## src/verilog/spc_pkg.sv

```systemverilog
// Purpose: Shared constants and types of the protocol snoop classifier.
// Assumes: 32-bit AXI4-Lite register bus, byte addressing.
// Notes: All offsets, bit positions, reset values and protocol codes live here.
`default_nettype none

package spc_pkg;

  // ********************************************************************
  // Register map
  // ********************************************************************
  localparam int SPC_AW = 8;
  localparam logic [7:0] SPC_OFS_CTRL = 8'h50;
  localparam logic [7:0] SPC_OFS_STAT = 8'h54;
  localparam logic [31:0] SPC_CTRL_RST = 32'h0000_0000;
  // Bits 31:19 and 7:6 are not stored and read back as zero.
  localparam logic [31:0] SPC_CTRL_MASK = 32'h0007_FF3F;
  localparam logic [1:0] SPC_RESP_OKAY = 2'h0;
  localparam logic [1:0] SPC_RESP_SLVERR = 2'h2;

  // ********************************************************************
  // Control and status word fields
  // ********************************************************************
  localparam int BIT_ADDR_RES = 0;
  localparam int BIT_REV_ADDR_RES = 1;
  localparam int BIT_DHCP = 2;
  localparam int BIT_ICMP4 = 3;
  localparam int BIT_ICMP6_ON = 4;
  localparam int BIT_ICMP6_TRAP = 5;
  localparam int BIT_IGMP_DIP = 8;
  localparam int BIT_JL_ON = 9;
  localparam int BIT_JL_TRAP = 10;
  localparam int BIT_IGQ_ON = 11;
  localparam int BIT_IGQ_TRAP = 12;
  localparam int BIT_IGU_ON = 13;
  localparam int BIT_IGU_TRAP = 14;
  localparam int BIT_LR_ON = 15;
  localparam int BIT_LR_TRAP = 16;
  localparam int BIT_LQ_ON = 17;
  localparam int BIT_LQ_TRAP = 18;
  localparam int STAT_CLASS_LSB = 0;
  localparam int STAT_COPY = 4;
  localparam int STAT_ONLY = 5;

  // ********************************************************************
  // Protocol codes
  // ********************************************************************
  localparam logic [15:0] ETH_ADDR_RES = 16'h0806;
  localparam logic [15:0] ETH_REV_ADDR_RES = 16'h8035;
  localparam logic [15:0] ETH_IPV4 = 16'h0800;
  localparam logic [15:0] ETH_IPV6 = 16'h86DD;
  localparam logic [7:0] PROTO_ICMP4 = 8'h01;
  localparam logic [7:0] PROTO_IGMP = 8'h02;
  localparam logic [7:0] PROTO_UDP = 8'h11;
  localparam logic [7:0] NEXT_ICMP6 = 8'h3A;
  localparam logic [15:0] PORT_DHCP_SRV = 16'h0043;
  localparam logic [15:0] PORT_DHCP_CLI = 16'h0044;
  localparam logic [3:0] CLASS_D_TOP = 4'hE;
  localparam logic [7:0] IGMP_QUERY = 8'h11;
  localparam logic [7:0] IGMP_REP_V1 = 8'h12;
  localparam logic [7:0] IGMP_REP_V2 = 8'h16;
  localparam logic [7:0] IGMP_LEAVE = 8'h17;
  localparam logic [7:0] IGMP_REP_V3 = 8'h22;
  localparam logic [7:0] LSN_QUERY = 8'h82;
  localparam logic [7:0] LSN_REP_V1 = 8'h83;
  localparam logic [7:0] LSN_DONE = 8'h84;
  localparam logic [7:0] LSN_REP_V2 = 8'h8F;

  typedef enum logic [3:0] {
    CLS_NONE = 4'h0,
    CLS_ADDR_RES = 4'h1,
    CLS_REV_ADDR_RES = 4'h2,
    CLS_DHCP = 4'h3,
    CLS_ICMP4 = 4'h4,
    CLS_ICMP6 = 4'h5,
    CLS_IGMP_JL = 4'h6,
    CLS_IGMP_QRY = 4'h7,
    CLS_IGMP_UKN = 4'h8,
    CLS_LSN_QRY = 4'h9,
    CLS_LSN_REP = 4'hA
  } spc_class_e;

endpackage

`default_nettype wire

```

## src/verilog/spc_cls_if.sv

```systemverilog
// Purpose: Carrier between the register side and the classifier.
// Assumes: One clock domain.
// Notes: Header fields arrive already parsed by the forwarding engine.
`timescale 1ns/1ns
`default_nettype none

interface spc_cls_if;
  import spc_pkg::*;
  logic [31:0] ctrl;
  logic hdr_valid;
  logic [15:0] eth_type;
  logic [7:0] ip_proto;
  logic [31:0] ip_dst;
  logic [7:0] ip6_next;
  logic [7:0] msg_type;
  logic [15:0] udp_dport;
  logic res_valid;
  spc_class_e res_class;
  logic res_copy;
  logic res_only;
  logic res_l2;
  modport ctl (output ctrl, hdr_valid, eth_type, ip_proto, ip_dst, ip6_next, msg_type,
               udp_dport, input res_valid, res_class, res_copy, res_only, res_l2);
  modport cls (input ctrl, hdr_valid, eth_type, ip_proto, ip_dst, ip6_next, msg_type,
               udp_dport, output res_valid, res_class, res_copy, res_only, res_l2);
endinterface

`default_nettype wire

```

## src/verilog/spc_classifier.sv

```systemverilog
// Purpose: Classify one parsed header and decide CPU copy, trap and layer-2 forwarding.
// Assumes: Header fields are stable in the cycle hdr_valid is high.
// Notes: Decision appears one cycle after hdr_valid.
`timescale 1ns/1ns
`default_nettype none

module spc_classifier
  import spc_pkg::*;
(
  input wire logic clock,
  input wire logic nrst,
  spc_cls_if.cls ifc
);

  // ********************************************************************
  // Header decode
  // ********************************************************************
  logic is_ip4;
  logic is_ip6_icmp;
  logic igmp_hit;
  logic igmp_dest_ip_check_on;
  spc_class_e cls;
  logic [1:0] sel;

  assign igmp_dest_ip_check_on = ifc.ctrl[BIT_IGMP_DIP];
  assign is_ip4 = (ifc.eth_type == ETH_IPV4);
  assign is_ip6_icmp = (ifc.eth_type == ETH_IPV6) && (ifc.ip6_next == NEXT_ICMP6);
  assign igmp_hit = is_ip4 && (ifc.ip_proto == PROTO_IGMP) &&
                    (!igmp_dest_ip_check_on || (ifc.ip_dst[31:28] == CLASS_D_TOP));

  // Returns {snoop on, trap select}; the mode bit only counts while snooping is on.
  function automatic logic [1:0] class_sel(input spc_class_e c, input logic [31:0] w);
    logic [1:0] s;
    s = 2'h0;
    case (c)
      CLS_ADDR_RES: s = {w[BIT_ADDR_RES], 1'b0};
      CLS_REV_ADDR_RES: s = {w[BIT_REV_ADDR_RES], 1'b0};
      CLS_DHCP: s = {w[BIT_DHCP], 1'b0};
      CLS_ICMP4: s = {w[BIT_ICMP4], 1'b0};
      CLS_ICMP6: s = {w[BIT_ICMP6_ON], w[BIT_ICMP6_TRAP]};
      CLS_IGMP_JL: s = {w[BIT_JL_ON], w[BIT_JL_TRAP]};
      CLS_IGMP_QRY: s = {w[BIT_IGQ_ON], w[BIT_IGQ_TRAP]};
      CLS_IGMP_UKN: s = {w[BIT_IGU_ON], w[BIT_IGU_TRAP]};
      CLS_LSN_QRY: s = {w[BIT_LQ_ON], w[BIT_LQ_TRAP]};
      CLS_LSN_REP: s = {w[BIT_LR_ON], w[BIT_LR_TRAP]};
      default: s = 2'h0;
    endcase
    return s;
  endfunction

  always_comb begin
    cls = CLS_NONE;
    if (ifc.eth_type == ETH_ADDR_RES) begin
      cls = CLS_ADDR_RES;
    end else if (ifc.eth_type == ETH_REV_ADDR_RES) begin
      cls = CLS_REV_ADDR_RES;
    end else if (igmp_hit) begin
      case (ifc.msg_type)
        IGMP_QUERY: cls = CLS_IGMP_QRY;
        IGMP_REP_V1, IGMP_REP_V2, IGMP_REP_V3, IGMP_LEAVE: cls = CLS_IGMP_JL;
        default: cls = CLS_IGMP_UKN;
      endcase
    end else if (is_ip4 && ifc.ip_proto == PROTO_ICMP4) begin
      cls = CLS_ICMP4;
    end else if (is_ip4 && ifc.ip_proto == PROTO_UDP &&
                 (ifc.udp_dport == PORT_DHCP_SRV || ifc.udp_dport == PORT_DHCP_CLI)) begin
      cls = CLS_DHCP;
    end else if (is_ip6_icmp) begin
      // Listener messages are kept out of the general ICMPv6 class.
      case (ifc.msg_type)
        LSN_QUERY: cls = CLS_LSN_QRY;
        LSN_REP_V1, LSN_DONE, LSN_REP_V2: cls = CLS_LSN_REP;
        default: cls = CLS_ICMP6;
      endcase
    end
  end

  assign sel = class_sel(cls, ifc.ctrl);

  // ********************************************************************
  // Registered decision
  // ********************************************************************
  always_ff @(posedge clock or negedge nrst) begin
    if (!nrst) begin
      ifc.res_valid <= 1'b0;
      ifc.res_class <= CLS_NONE;
      ifc.res_copy <= 1'b0;
      ifc.res_only <= 1'b0;
      ifc.res_l2 <= 1'b0;
    end else begin
      ifc.res_valid <= ifc.hdr_valid;
      ifc.res_class <= ifc.hdr_valid ? cls : CLS_NONE;
      ifc.res_copy <= ifc.hdr_valid && sel[1] && !sel[0];
      ifc.res_only <= ifc.hdr_valid && sel[1] && sel[0];
      ifc.res_l2 <= ifc.hdr_valid && !(sel[1] && sel[0]);
    end
  end

  a_dip_reject: assert property (@(posedge clock) disable iff (!nrst)
    (ifc.hdr_valid && is_ip4 && ifc.ip_proto == PROTO_IGMP && ifc.ctrl[BIT_IGMP_DIP] &&
     ifc.ip_dst[31:28] != CLASS_D_TOP)
    |=> (ifc.res_class != CLS_IGMP_JL && ifc.res_class != CLS_IGMP_QRY &&
         ifc.res_class != CLS_IGMP_UKN))
    else $error("IGMP class given to a non multicast destination");

  a_icmp6_class: assert property (@(posedge clock) disable iff (!nrst)
    (ifc.hdr_valid && ifc.eth_type == ETH_IPV6 && ifc.ip6_next == NEXT_ICMP6 &&
     ifc.msg_type == 8'h80)
    |=> (ifc.res_class == CLS_ICMP6))
    else $error("ICMPv6 echo not classified as ICMPv6");

endmodule // spc_classifier

`default_nettype wire

```

## src/verilog/spc_top.sv

```systemverilog
// Purpose: Protocol snoop classifier with its AXI4-Lite control register.
// Assumes: Header fields come from logic on the same clock.
// Notes: Write answers one edge after both halves are taken, reads on the edge the address is taken.
//
// Chosen here: the AXI4-Lite slave port.
`timescale 1ns/1ns
`default_nettype none

module spc_top
  import spc_pkg::*;
(
  input wire logic clock,
  input wire logic nrst,
  input wire logic [SPC_AW-1:0] s_axi_awaddr,
  input wire logic s_axi_awvalid,
  output logic s_axi_awready,
  input wire logic [31:0] s_axi_wdata,
  input wire logic [3:0] s_axi_wstrb,
  input wire logic s_axi_wvalid,
  output logic s_axi_wready,
  output logic [1:0] s_axi_bresp,
  output logic s_axi_bvalid,
  input wire logic s_axi_bready,
  input wire logic [SPC_AW-1:0] s_axi_araddr,
  input wire logic s_axi_arvalid,
  output logic s_axi_arready,
  output logic [31:0] s_axi_rdata,
  output logic [1:0] s_axi_rresp,
  output logic s_axi_rvalid,
  input wire logic s_axi_rready,
  input wire logic hdr_valid,
  input wire logic [15:0] hdr_eth_type,
  input wire logic [7:0] hdr_ip_proto,
  input wire logic [31:0] hdr_ip_dst,
  input wire logic [7:0] hdr_ip6_next,
  input wire logic [7:0] hdr_msg_type,
  input wire logic [15:0] hdr_udp_dport,
  output logic dec_valid,
  output logic [3:0] dec_class,
  output logic dec_cpu_copy,
  output logic dec_cpu_only,
  output logic dec_l2_fwd
);

  // ********************************************************************
  // Write channel
  // ********************************************************************
  logic aw_got_r;
  logic w_got_r;
  logic [SPC_AW-1:0] awaddr_r;
  logic [31:0] wdata_r;
  logic [3:0] wstrb_r;
  logic bvalid_r;
  logic [1:0] bresp_r;
  logic [31:0] ctrl_r;
  logic [31:0] ctrl_nxt;
  logic do_wr;
  logic [5:0] stat_r;

  assign s_axi_awready = !aw_got_r && !bvalid_r;
  assign s_axi_wready = !w_got_r && !bvalid_r;
  assign s_axi_bvalid = bvalid_r;
  assign s_axi_bresp = bresp_r;
  assign do_wr = aw_got_r && w_got_r && !bvalid_r;

  always_ff @(posedge clock or negedge nrst) begin
    if (!nrst) begin
      aw_got_r <= 1'b0;
      awaddr_r <= '0;
    end else if (s_axi_awvalid && s_axi_awready) begin
      aw_got_r <= 1'b1;
      awaddr_r <= s_axi_awaddr;
    end else if (do_wr) begin
      aw_got_r <= 1'b0;
    end
  end

  always_ff @(posedge clock or negedge nrst) begin
    if (!nrst) begin
      w_got_r <= 1'b0;
      wdata_r <= '0;
      wstrb_r <= '0;
    end else if (s_axi_wvalid && s_axi_wready) begin
      w_got_r <= 1'b1;
      wdata_r <= s_axi_wdata;
      wstrb_r <= s_axi_wstrb;
    end else if (do_wr) begin
      w_got_r <= 1'b0;
    end
  end

  always_ff @(posedge clock or negedge nrst) begin
    if (!nrst) begin
      bvalid_r <= 1'b0;
      bresp_r <= SPC_RESP_OKAY;
    end else if (do_wr) begin
      bvalid_r <= 1'b1;
      bresp_r <= (awaddr_r == SPC_OFS_CTRL || awaddr_r == SPC_OFS_STAT) ?
                 SPC_RESP_OKAY : SPC_RESP_SLVERR;
    end else if (s_axi_bready) begin
      bvalid_r <= 1'b0;
    end
  end

  // ********************************************************************
  // Control word
  // ********************************************************************
  always_comb begin
    ctrl_nxt = ctrl_r;
    for (int i = 0; i < 4; i++) begin
      if (wstrb_r[i]) begin
        ctrl_nxt[i*8 +: 8] = wdata_r[i*8 +: 8];
      end
    end
    // Reserved bits are dropped so that a careless write cannot reach the classifier.
    ctrl_nxt = ctrl_nxt & SPC_CTRL_MASK;
  end

  always_ff @(posedge clock or negedge nrst) begin
    if (!nrst) begin
      ctrl_r <= SPC_CTRL_RST;
    end else if (do_wr && awaddr_r == SPC_OFS_CTRL) begin
      ctrl_r <= ctrl_nxt;
    end
  end

  // ********************************************************************
  // Read channel
  // ********************************************************************
  logic rvalid_r;
  logic [31:0] rdata_r;
  logic [1:0] rresp_r;

  assign s_axi_arready = !rvalid_r;
  assign s_axi_rvalid = rvalid_r;
  assign s_axi_rdata = rdata_r;
  assign s_axi_rresp = rresp_r;

  always_ff @(posedge clock or negedge nrst) begin
    if (!nrst) begin
      rvalid_r <= 1'b0;
      rdata_r <= '0;
      rresp_r <= SPC_RESP_OKAY;
    end else if (s_axi_arvalid && s_axi_arready) begin
      rvalid_r <= 1'b1;
      rresp_r <= SPC_RESP_OKAY;
      case (s_axi_araddr)
        SPC_OFS_CTRL: rdata_r <= ctrl_r;
        SPC_OFS_STAT: rdata_r <= {26'h0, stat_r};
        default: begin
          rdata_r <= '0;
          rresp_r <= SPC_RESP_SLVERR;
        end
      endcase
    end else if (s_axi_rready) begin
      rvalid_r <= 1'b0;
    end
  end

  // ********************************************************************
  // Classifier
  // ********************************************************************
  spc_cls_if cls_if ();

  assign cls_if.ctrl = ctrl_r;
  assign cls_if.hdr_valid = hdr_valid;
  assign cls_if.eth_type = hdr_eth_type;
  assign cls_if.ip_proto = hdr_ip_proto;
  assign cls_if.ip_dst = hdr_ip_dst;
  assign cls_if.ip6_next = hdr_ip6_next;
  assign cls_if.msg_type = hdr_msg_type;
  assign cls_if.udp_dport = hdr_udp_dport;

  spc_classifier u_cls (
    .clock(clock),
    .nrst(nrst),
    .ifc(cls_if.cls)
  );

  assign dec_valid = cls_if.res_valid;
  assign dec_class = cls_if.res_class;
  assign dec_cpu_copy = cls_if.res_copy;
  assign dec_cpu_only = cls_if.res_only;
  assign dec_l2_fwd = cls_if.res_l2;

  // Status keeps the last decision so software can see what the snooper did.
  always_ff @(posedge clock or negedge nrst) begin
    if (!nrst) begin
      stat_r <= '0;
    end else if (cls_if.res_valid) begin
      stat_r <= {cls_if.res_only, cls_if.res_copy, cls_if.res_class};
    end
  end

  // ********************************************************************
  // Checks
  // ********************************************************************
  a_jl_trap: assert property (@(posedge clock) disable iff (!nrst)
    (hdr_valid && hdr_eth_type == ETH_IPV4 && hdr_ip_proto == PROTO_IGMP &&
     !ctrl_r[BIT_IGMP_DIP] && hdr_msg_type == IGMP_LEAVE && ctrl_r[BIT_JL_ON] &&
     ctrl_r[BIT_JL_TRAP])
    |=> (dec_cpu_only && !dec_l2_fwd && !dec_cpu_copy))
    else $error("Join/leave frame not trapped to CPU only");

  a_jl_off: assert property (@(posedge clock) disable iff (!nrst)
    (hdr_valid && hdr_eth_type == ETH_IPV4 && hdr_ip_proto == PROTO_IGMP &&
     hdr_msg_type == IGMP_REP_V2 && !ctrl_r[BIT_JL_ON])
    |=> (!dec_cpu_only && !dec_cpu_copy && dec_l2_fwd))
    else $error("Join/leave frame handled while snooping is off");

  a_resv_zero: assert property (@(posedge clock) disable iff (!nrst)
    (ctrl_r & ~SPC_CTRL_MASK) == 32'h0000_0000)
    else $error("Reserved control bits were stored");

  a_icmp6_trap: assert property (@(posedge clock) disable iff (!nrst)
    (hdr_valid && hdr_eth_type == ETH_IPV6 && hdr_ip6_next == NEXT_ICMP6 &&
     hdr_msg_type == 8'h87 && ctrl_r[BIT_ICMP6_ON])
    |=> (dec_cpu_only == $past(ctrl_r[BIT_ICMP6_TRAP]) &&
         dec_cpu_copy == !$past(ctrl_r[BIT_ICMP6_TRAP])))
    else $error("ICMPv6 mode bit not honoured");

  a_icmp4_copy: assert property (@(posedge clock) disable iff (!nrst)
    (hdr_valid && hdr_eth_type == ETH_IPV4 && hdr_ip_proto == PROTO_ICMP4)
    |=> (dec_l2_fwd && !dec_cpu_only && dec_cpu_copy == $past(ctrl_r[BIT_ICMP4])))
    else $error("ICMPv4 copy does not follow its bit");

  a_dhcp_copy: assert property (@(posedge clock) disable iff (!nrst)
    (hdr_valid && hdr_eth_type == ETH_IPV4 && hdr_ip_proto == PROTO_UDP &&
     hdr_udp_dport == PORT_DHCP_SRV)
    |=> (dec_l2_fwd && dec_cpu_copy == $past(ctrl_r[BIT_DHCP])))
    else $error("DHCP copy does not follow its bit");

  a_rev_copy: assert property (@(posedge clock) disable iff (!nrst)
    (hdr_valid && hdr_eth_type == ETH_REV_ADDR_RES)
    |=> (dec_l2_fwd && dec_cpu_copy == $past(ctrl_r[BIT_REV_ADDR_RES])))
    else $error("Reverse address frame copy wrong");

  a_addr_copy: assert property (@(posedge clock) disable iff (!nrst)
    (hdr_valid && hdr_eth_type == ETH_ADDR_RES)
    |=> (dec_l2_fwd && !dec_cpu_only && dec_cpu_copy == $past(ctrl_r[BIT_ADDR_RES])))
    else $error("Address frame copy wrong");

  a_lq_mode: assert property (@(posedge clock) disable iff (!nrst)
    (hdr_valid && hdr_eth_type == ETH_IPV6 && hdr_ip6_next == NEXT_ICMP6 &&
     hdr_msg_type == LSN_QUERY)
    |=> (dec_class == CLS_LSN_QRY &&
         dec_cpu_only == ($past(ctrl_r[BIT_LQ_ON]) && $past(ctrl_r[BIT_LQ_TRAP]))))
    else $error("Listener query handling wrong");

  a_lr_mode: assert property (@(posedge clock) disable iff (!nrst)
    (hdr_valid && hdr_eth_type == ETH_IPV6 && hdr_ip6_next == NEXT_ICMP6 &&
     hdr_msg_type == LSN_DONE && ctrl_r[BIT_LR_ON] && !ctrl_r[BIT_LR_TRAP])
    |=> (dec_cpu_copy && dec_l2_fwd))
    else $error("Listener done not copied");

  a_igu_mode: assert property (@(posedge clock) disable iff (!nrst)
    (hdr_valid && hdr_eth_type == ETH_IPV4 && hdr_ip_proto == PROTO_IGMP &&
     !ctrl_r[BIT_IGMP_DIP] && hdr_msg_type == 8'h30 && ctrl_r[BIT_IGU_ON] &&
     ctrl_r[BIT_IGU_TRAP])
    |=> (dec_class == CLS_IGMP_UKN && dec_cpu_only))
    else $error("Unknown IGMP not trapped");

  a_igq_mode: assert property (@(posedge clock) disable iff (!nrst)
    (hdr_valid && hdr_eth_type == ETH_IPV4 && hdr_ip_proto == PROTO_IGMP &&
     !ctrl_r[BIT_IGMP_DIP] && hdr_msg_type == IGMP_QUERY && ctrl_r[BIT_IGQ_ON] &&
     !ctrl_r[BIT_IGQ_TRAP])
    |=> (dec_class == CLS_IGMP_QRY && dec_cpu_copy && dec_l2_fwd))
    else $error("IGMP query not copied");

  a_mode_ignored: assert property (@(posedge clock) disable iff (!nrst)
    (hdr_valid && !ctrl_r[BIT_ICMP6_ON] && !ctrl_r[BIT_JL_ON] && !ctrl_r[BIT_IGQ_ON] &&
     !ctrl_r[BIT_IGU_ON] && !ctrl_r[BIT_LR_ON] && !ctrl_r[BIT_LQ_ON] &&
     (hdr_eth_type == ETH_IPV6 || (hdr_eth_type == ETH_IPV4 && hdr_ip_proto == PROTO_IGMP)))
    |=> (dec_l2_fwd && !dec_cpu_only && !dec_cpu_copy))
    else $error("Mode bit acted while snooping was off");

  a_write_resp: assert property (@(posedge clock) disable iff (!nrst)
    do_wr |=> (s_axi_bvalid && ctrl_r == (($past(awaddr_r) == SPC_OFS_CTRL) ?
              $past(ctrl_nxt) : $past(ctrl_r))))
    else $error("Write response or update missing");

endmodule // spc_top

`default_nettype wire

```

## config.mk

```make
export PLATFORM = sky130hd
export DESIGN_NAME = spc_top
export DESIGN_NICKNAME = d
export VERILOG_FILES = /design/src/verilog/spc_pkg.sv /design/src/verilog/spc_cls_if.sv /design/src/verilog/spc_classifier.sv /design/src/verilog/spc_top.sv
export SDC_FILE = /design/constraint.sdc
export NUM_CORES = 1
export LEC_CHECK = 0
export BUFFER_PORTS_ARGS = -buffer_cell sky130_fd_sc_hd__buf_4
export CORE_AREA = 2 2 121 88
export CTS_CLUSTER_DIAMETER = 50
export DETAILED_ROUTE_END_ITERATION = 7
export DIE_AREA = 0 0 123 90
export PLACE_DENSITY = 0.76
export SYNTH_ARGS = -nofsm -noshare
export SYNTH_HDL_FRONTEND = slang
export SYNTH_SLANG_ARGS = --single-unit
```

## constraint.sdc

```tcl
create_clock -name clock -period 5.65 [get_ports clock]
set_input_delay 0 -clock clock [delete_from_list [all_inputs] [get_ports clock]]
set_output_delay 0 -clock clock [all_outputs]
set_load 0.01 [all_outputs]
```

==> flow_summary.ini <==
[worst_setup_path]
crit_type = flop to flop
crit_buf_inv = 1
startpoint_type = flop
arrival_ns = 2.81
regToRegSetupSlack_ns = 3.11
cpPeakStageDelay_ns = 0.75
rr_worst_depth = 6
required_ns = 5.91
path_max_fanout = 20
cp_common_cell = nor2_1
crit_chain = inv_1, nand2_1, nor2_1, nand4b_1, nor2_1, a22o_1
critPathCaptureType = flop
cp_slowest_cell = nor2_1
r2r-start = s_axi_rvalid
reg2reg_to = s_axi_rdata[11]
cp_top_family = simple AND/OR/NAND/NOR gates

[power_and_ir_drop]
p_int_mw = 1.28
power_frac_comb = 0.201
clockPowerShare = 0.338
swShare = 0.256
power.static_leakage_nw = 2.65
finalPower_mw = 1.73
ir_drop_mv = 0.255
p_switching_uw = 441
p_per_area_nw_per_um2 = 309
p_seq_frac = 0.460

[placed_design]
post-dp-hpwl_mm = 7.27
portBuffers = 135
dp_cells = 577
dpl-instance-area_um2 = 4950
dp_slack_ns = 3.06
gp_congestion = 0.823

[global_route]
grt_pass1_wl_mm = 15.7
grt_pass1_vias = 3201
grt_overflow_total = 0
gr-usage-all-layers = 0.180
antenna_found_initial = 0
grt_max_degree = 83

[floorplanning]
fp.dieW_um = 123
initial_utilization = 0.388
ioPinCount = 197
row_count = 31
design.die.area_um2 = 11100
dieHeight_um = 90
core_area_um2 = 10000

[clock_tree]
cts.clk_slew.worst_paths_ns = 0.06
cts_tree = done
cts-resized-gates = 0
ctsRootBufferMaster = clkbuf_16
clk_latency_ns = 0.33
cts_max_level = 3
clock-sinks = 82
cts.path.max_buffers = 2
cts_buffers = 9

[synth]
yosysSeqAreaShare = 0.528
ys_ff_latch = 82
async_flop_share = 1.00
syn_inst = 320
synth_cell_types = 59
yosysWarningCount = 0
synth_area_um2 = 3880
synthFlopType = dfrtp_1
synth_edf_count = 0
syn_avg_cell_area_um2 = 12.1

[timing]
fin_skew_ns = 0.00348
hold_ws_ns = 0.0822
fin_crit_ns = 2.54
relSlewSlack = 0.332
post-route-period-util = 0.450
tightest_slew_ns = 1.00
rsz0062_at_grt = false
setup_viol = 0
hold_violations = 0
fin_ws_ns = 3.11
slew_violations = 0
fmax_mhz = 393
tns_ns = 0

[final_layout]
area_growth_pct = 43.7
mostFrequentLayoutCells = buf_4 (135), dfrtp_1 (82), mux2_2 (52)
drive_above_1_share = 0.442
final_common_cell = buf_4
utilization = 0.558
fin_cells = 625
postLayoutCellArea_um2 = 5580
num_antenna_cells = 0
fin_nets = 636

[detailed_routing]
wl_mm = 9.66
dr.pass1.iters = 4
routed_via_density = 5.00
dr_total_vias = 3124
first_iter_violations = 104
postRouteAntennaNets = 0
drcViolationCount = 0
wire_per_inst_um = 15.5

[min_path]
min-delay-start = s_axi_araddr[2]
hold_end = s_axi_rdata[3]
hold_class = input pin to flop
hold_depth = 3

[run_status]
status = finished clean

[run]
max_cap_viol_count = 0
## power groups by stage
stage | clock network (mW) | registers (mW) | logic [mW]
6_report | 0.584 | 0.794 | 0.347
5_1_grt | 0.629 | 0.811 | 0.384
4_1_cts | 0.599 | 0.795 | 0.349
3_5_place_dp | 0 | 0.805 | 0.331
3_3_place_gp | 0 | 0.797 | 0.315
2_1_floorplan | 0 | 0.775 | 0.220
## area by class of cell
cell class,instances,area (um2)
fillers,833,4430
flip-flops and latches,82,2050
multi-input cells,223,1700
repair buffers,167,1330
clock buffers,10,239
well taps,132,165
clock inverters,6,66.3
inverters,5,18.8
## registers in the layout, indices dropped and copies added, names as in the netlist
name                 count
u_cls.ifc.res_only       1
u_cls.ifc.res_valid      1
s_axi_rdata             17
u_cls.ifc.res_l2         1
stat_r                   6
awaddr_r                 8
s_axi_rresp              1
aw_got_r                 1
s_axi_rvalid             1
wstrb_r                  3
w_got_r                  1
s_axi_bresp              1
u_cls.ifc.res_class      4
cls_if.ctrl             17
u_cls.ifc.res_copy       1
wdata_r                 17
s_axi_bvalid             1
## timing repair
| action | CTS | global route |
|---|---|---|
| endpoints found under the hold margin | 120 | 0 |
| hold buffers | 32 | 0 |
| endpoints found under the setup margin | 0 | 0 |
| setup buffers | 0 | 0 |
## layer usage
layer	share of wire	global-route usage	routed length, um
met1	0.43	0.232	4140
met2	0.50	0.299	4790
met3	0.068	0.0596	661
met4	0.0070	0.0275	68
met5	0	0	0
## worst max-delay path by stage
stage	from	to	slack, ns	depth (start not counted)
after floorplan	hdr_eth_type[7]	u_cls.ifc.res_l2	3.46	9
after CTS	s_axi_rvalid	s_axi_rdata[18]	3.06	6
after global placement	hdr_eth_type[7]	u_cls.ifc.res_l2	3.06	9
after global routing	s_axi_rvalid	s_axi_rdata[18]	2.88	6
final	s_axi_rvalid	s_axi_rdata[11]	3.11	6
after detailed placement	hdr_eth_type[7]	u_cls.ifc.res_l2	3.06	9
## Yosys cell counts (all sizes together), types with 4 or more instances
master / number / area share
nor2: 17 / 0.016
a21oi: 4 / 0.0052
mux2i: 7 / 0.018
dfrtp: 82 / 0.53
mux2: 52 / 0.15
nor3: 5 / 0.0077
or4: 5 / 0.012
and2: 5 / 0.0081
buf: 18 / 0.036
or3: 4 / 0.0064
nand3: 7 / 0.010
clkbuf: 8 / 0.0077
o21ai: 15 / 0.020
nor2b: 4 / 0.0064
nand2: 20 / 0.020
inv: 5 / 0.0048
a22o: 11 / 0.025
## cell families (layout without fill, tap and decap cells)
| logic type | after synthesis | in the layout | synth area share |
|---|---|---|---|
| DFF | 82 | 82 | 0.528 |
| buffers and inverters | 31 | 188 | 0.0483 |
| muxes | 59 | 59 | 0.169 |
| AOI/OAI and AO/OA | 52 | 52 | 0.0999 |
| and+or+nand+nor | 94 | 94 | 0.151 |
| other | 1 | 17 | 0.000966 |
| xor gates and xnor gates | 1 | 1 | 0.00226 |
## tightest hold or removal path: cells and delay by family
family / cells / cell delay (ns)
buffers and inverters: 1 / 0.16
multiplexers: 1 / 0.09
AO/OA/AOI/OAI: 1 / 0.13
Note: power is estimated with default switching activity, not from simulation.
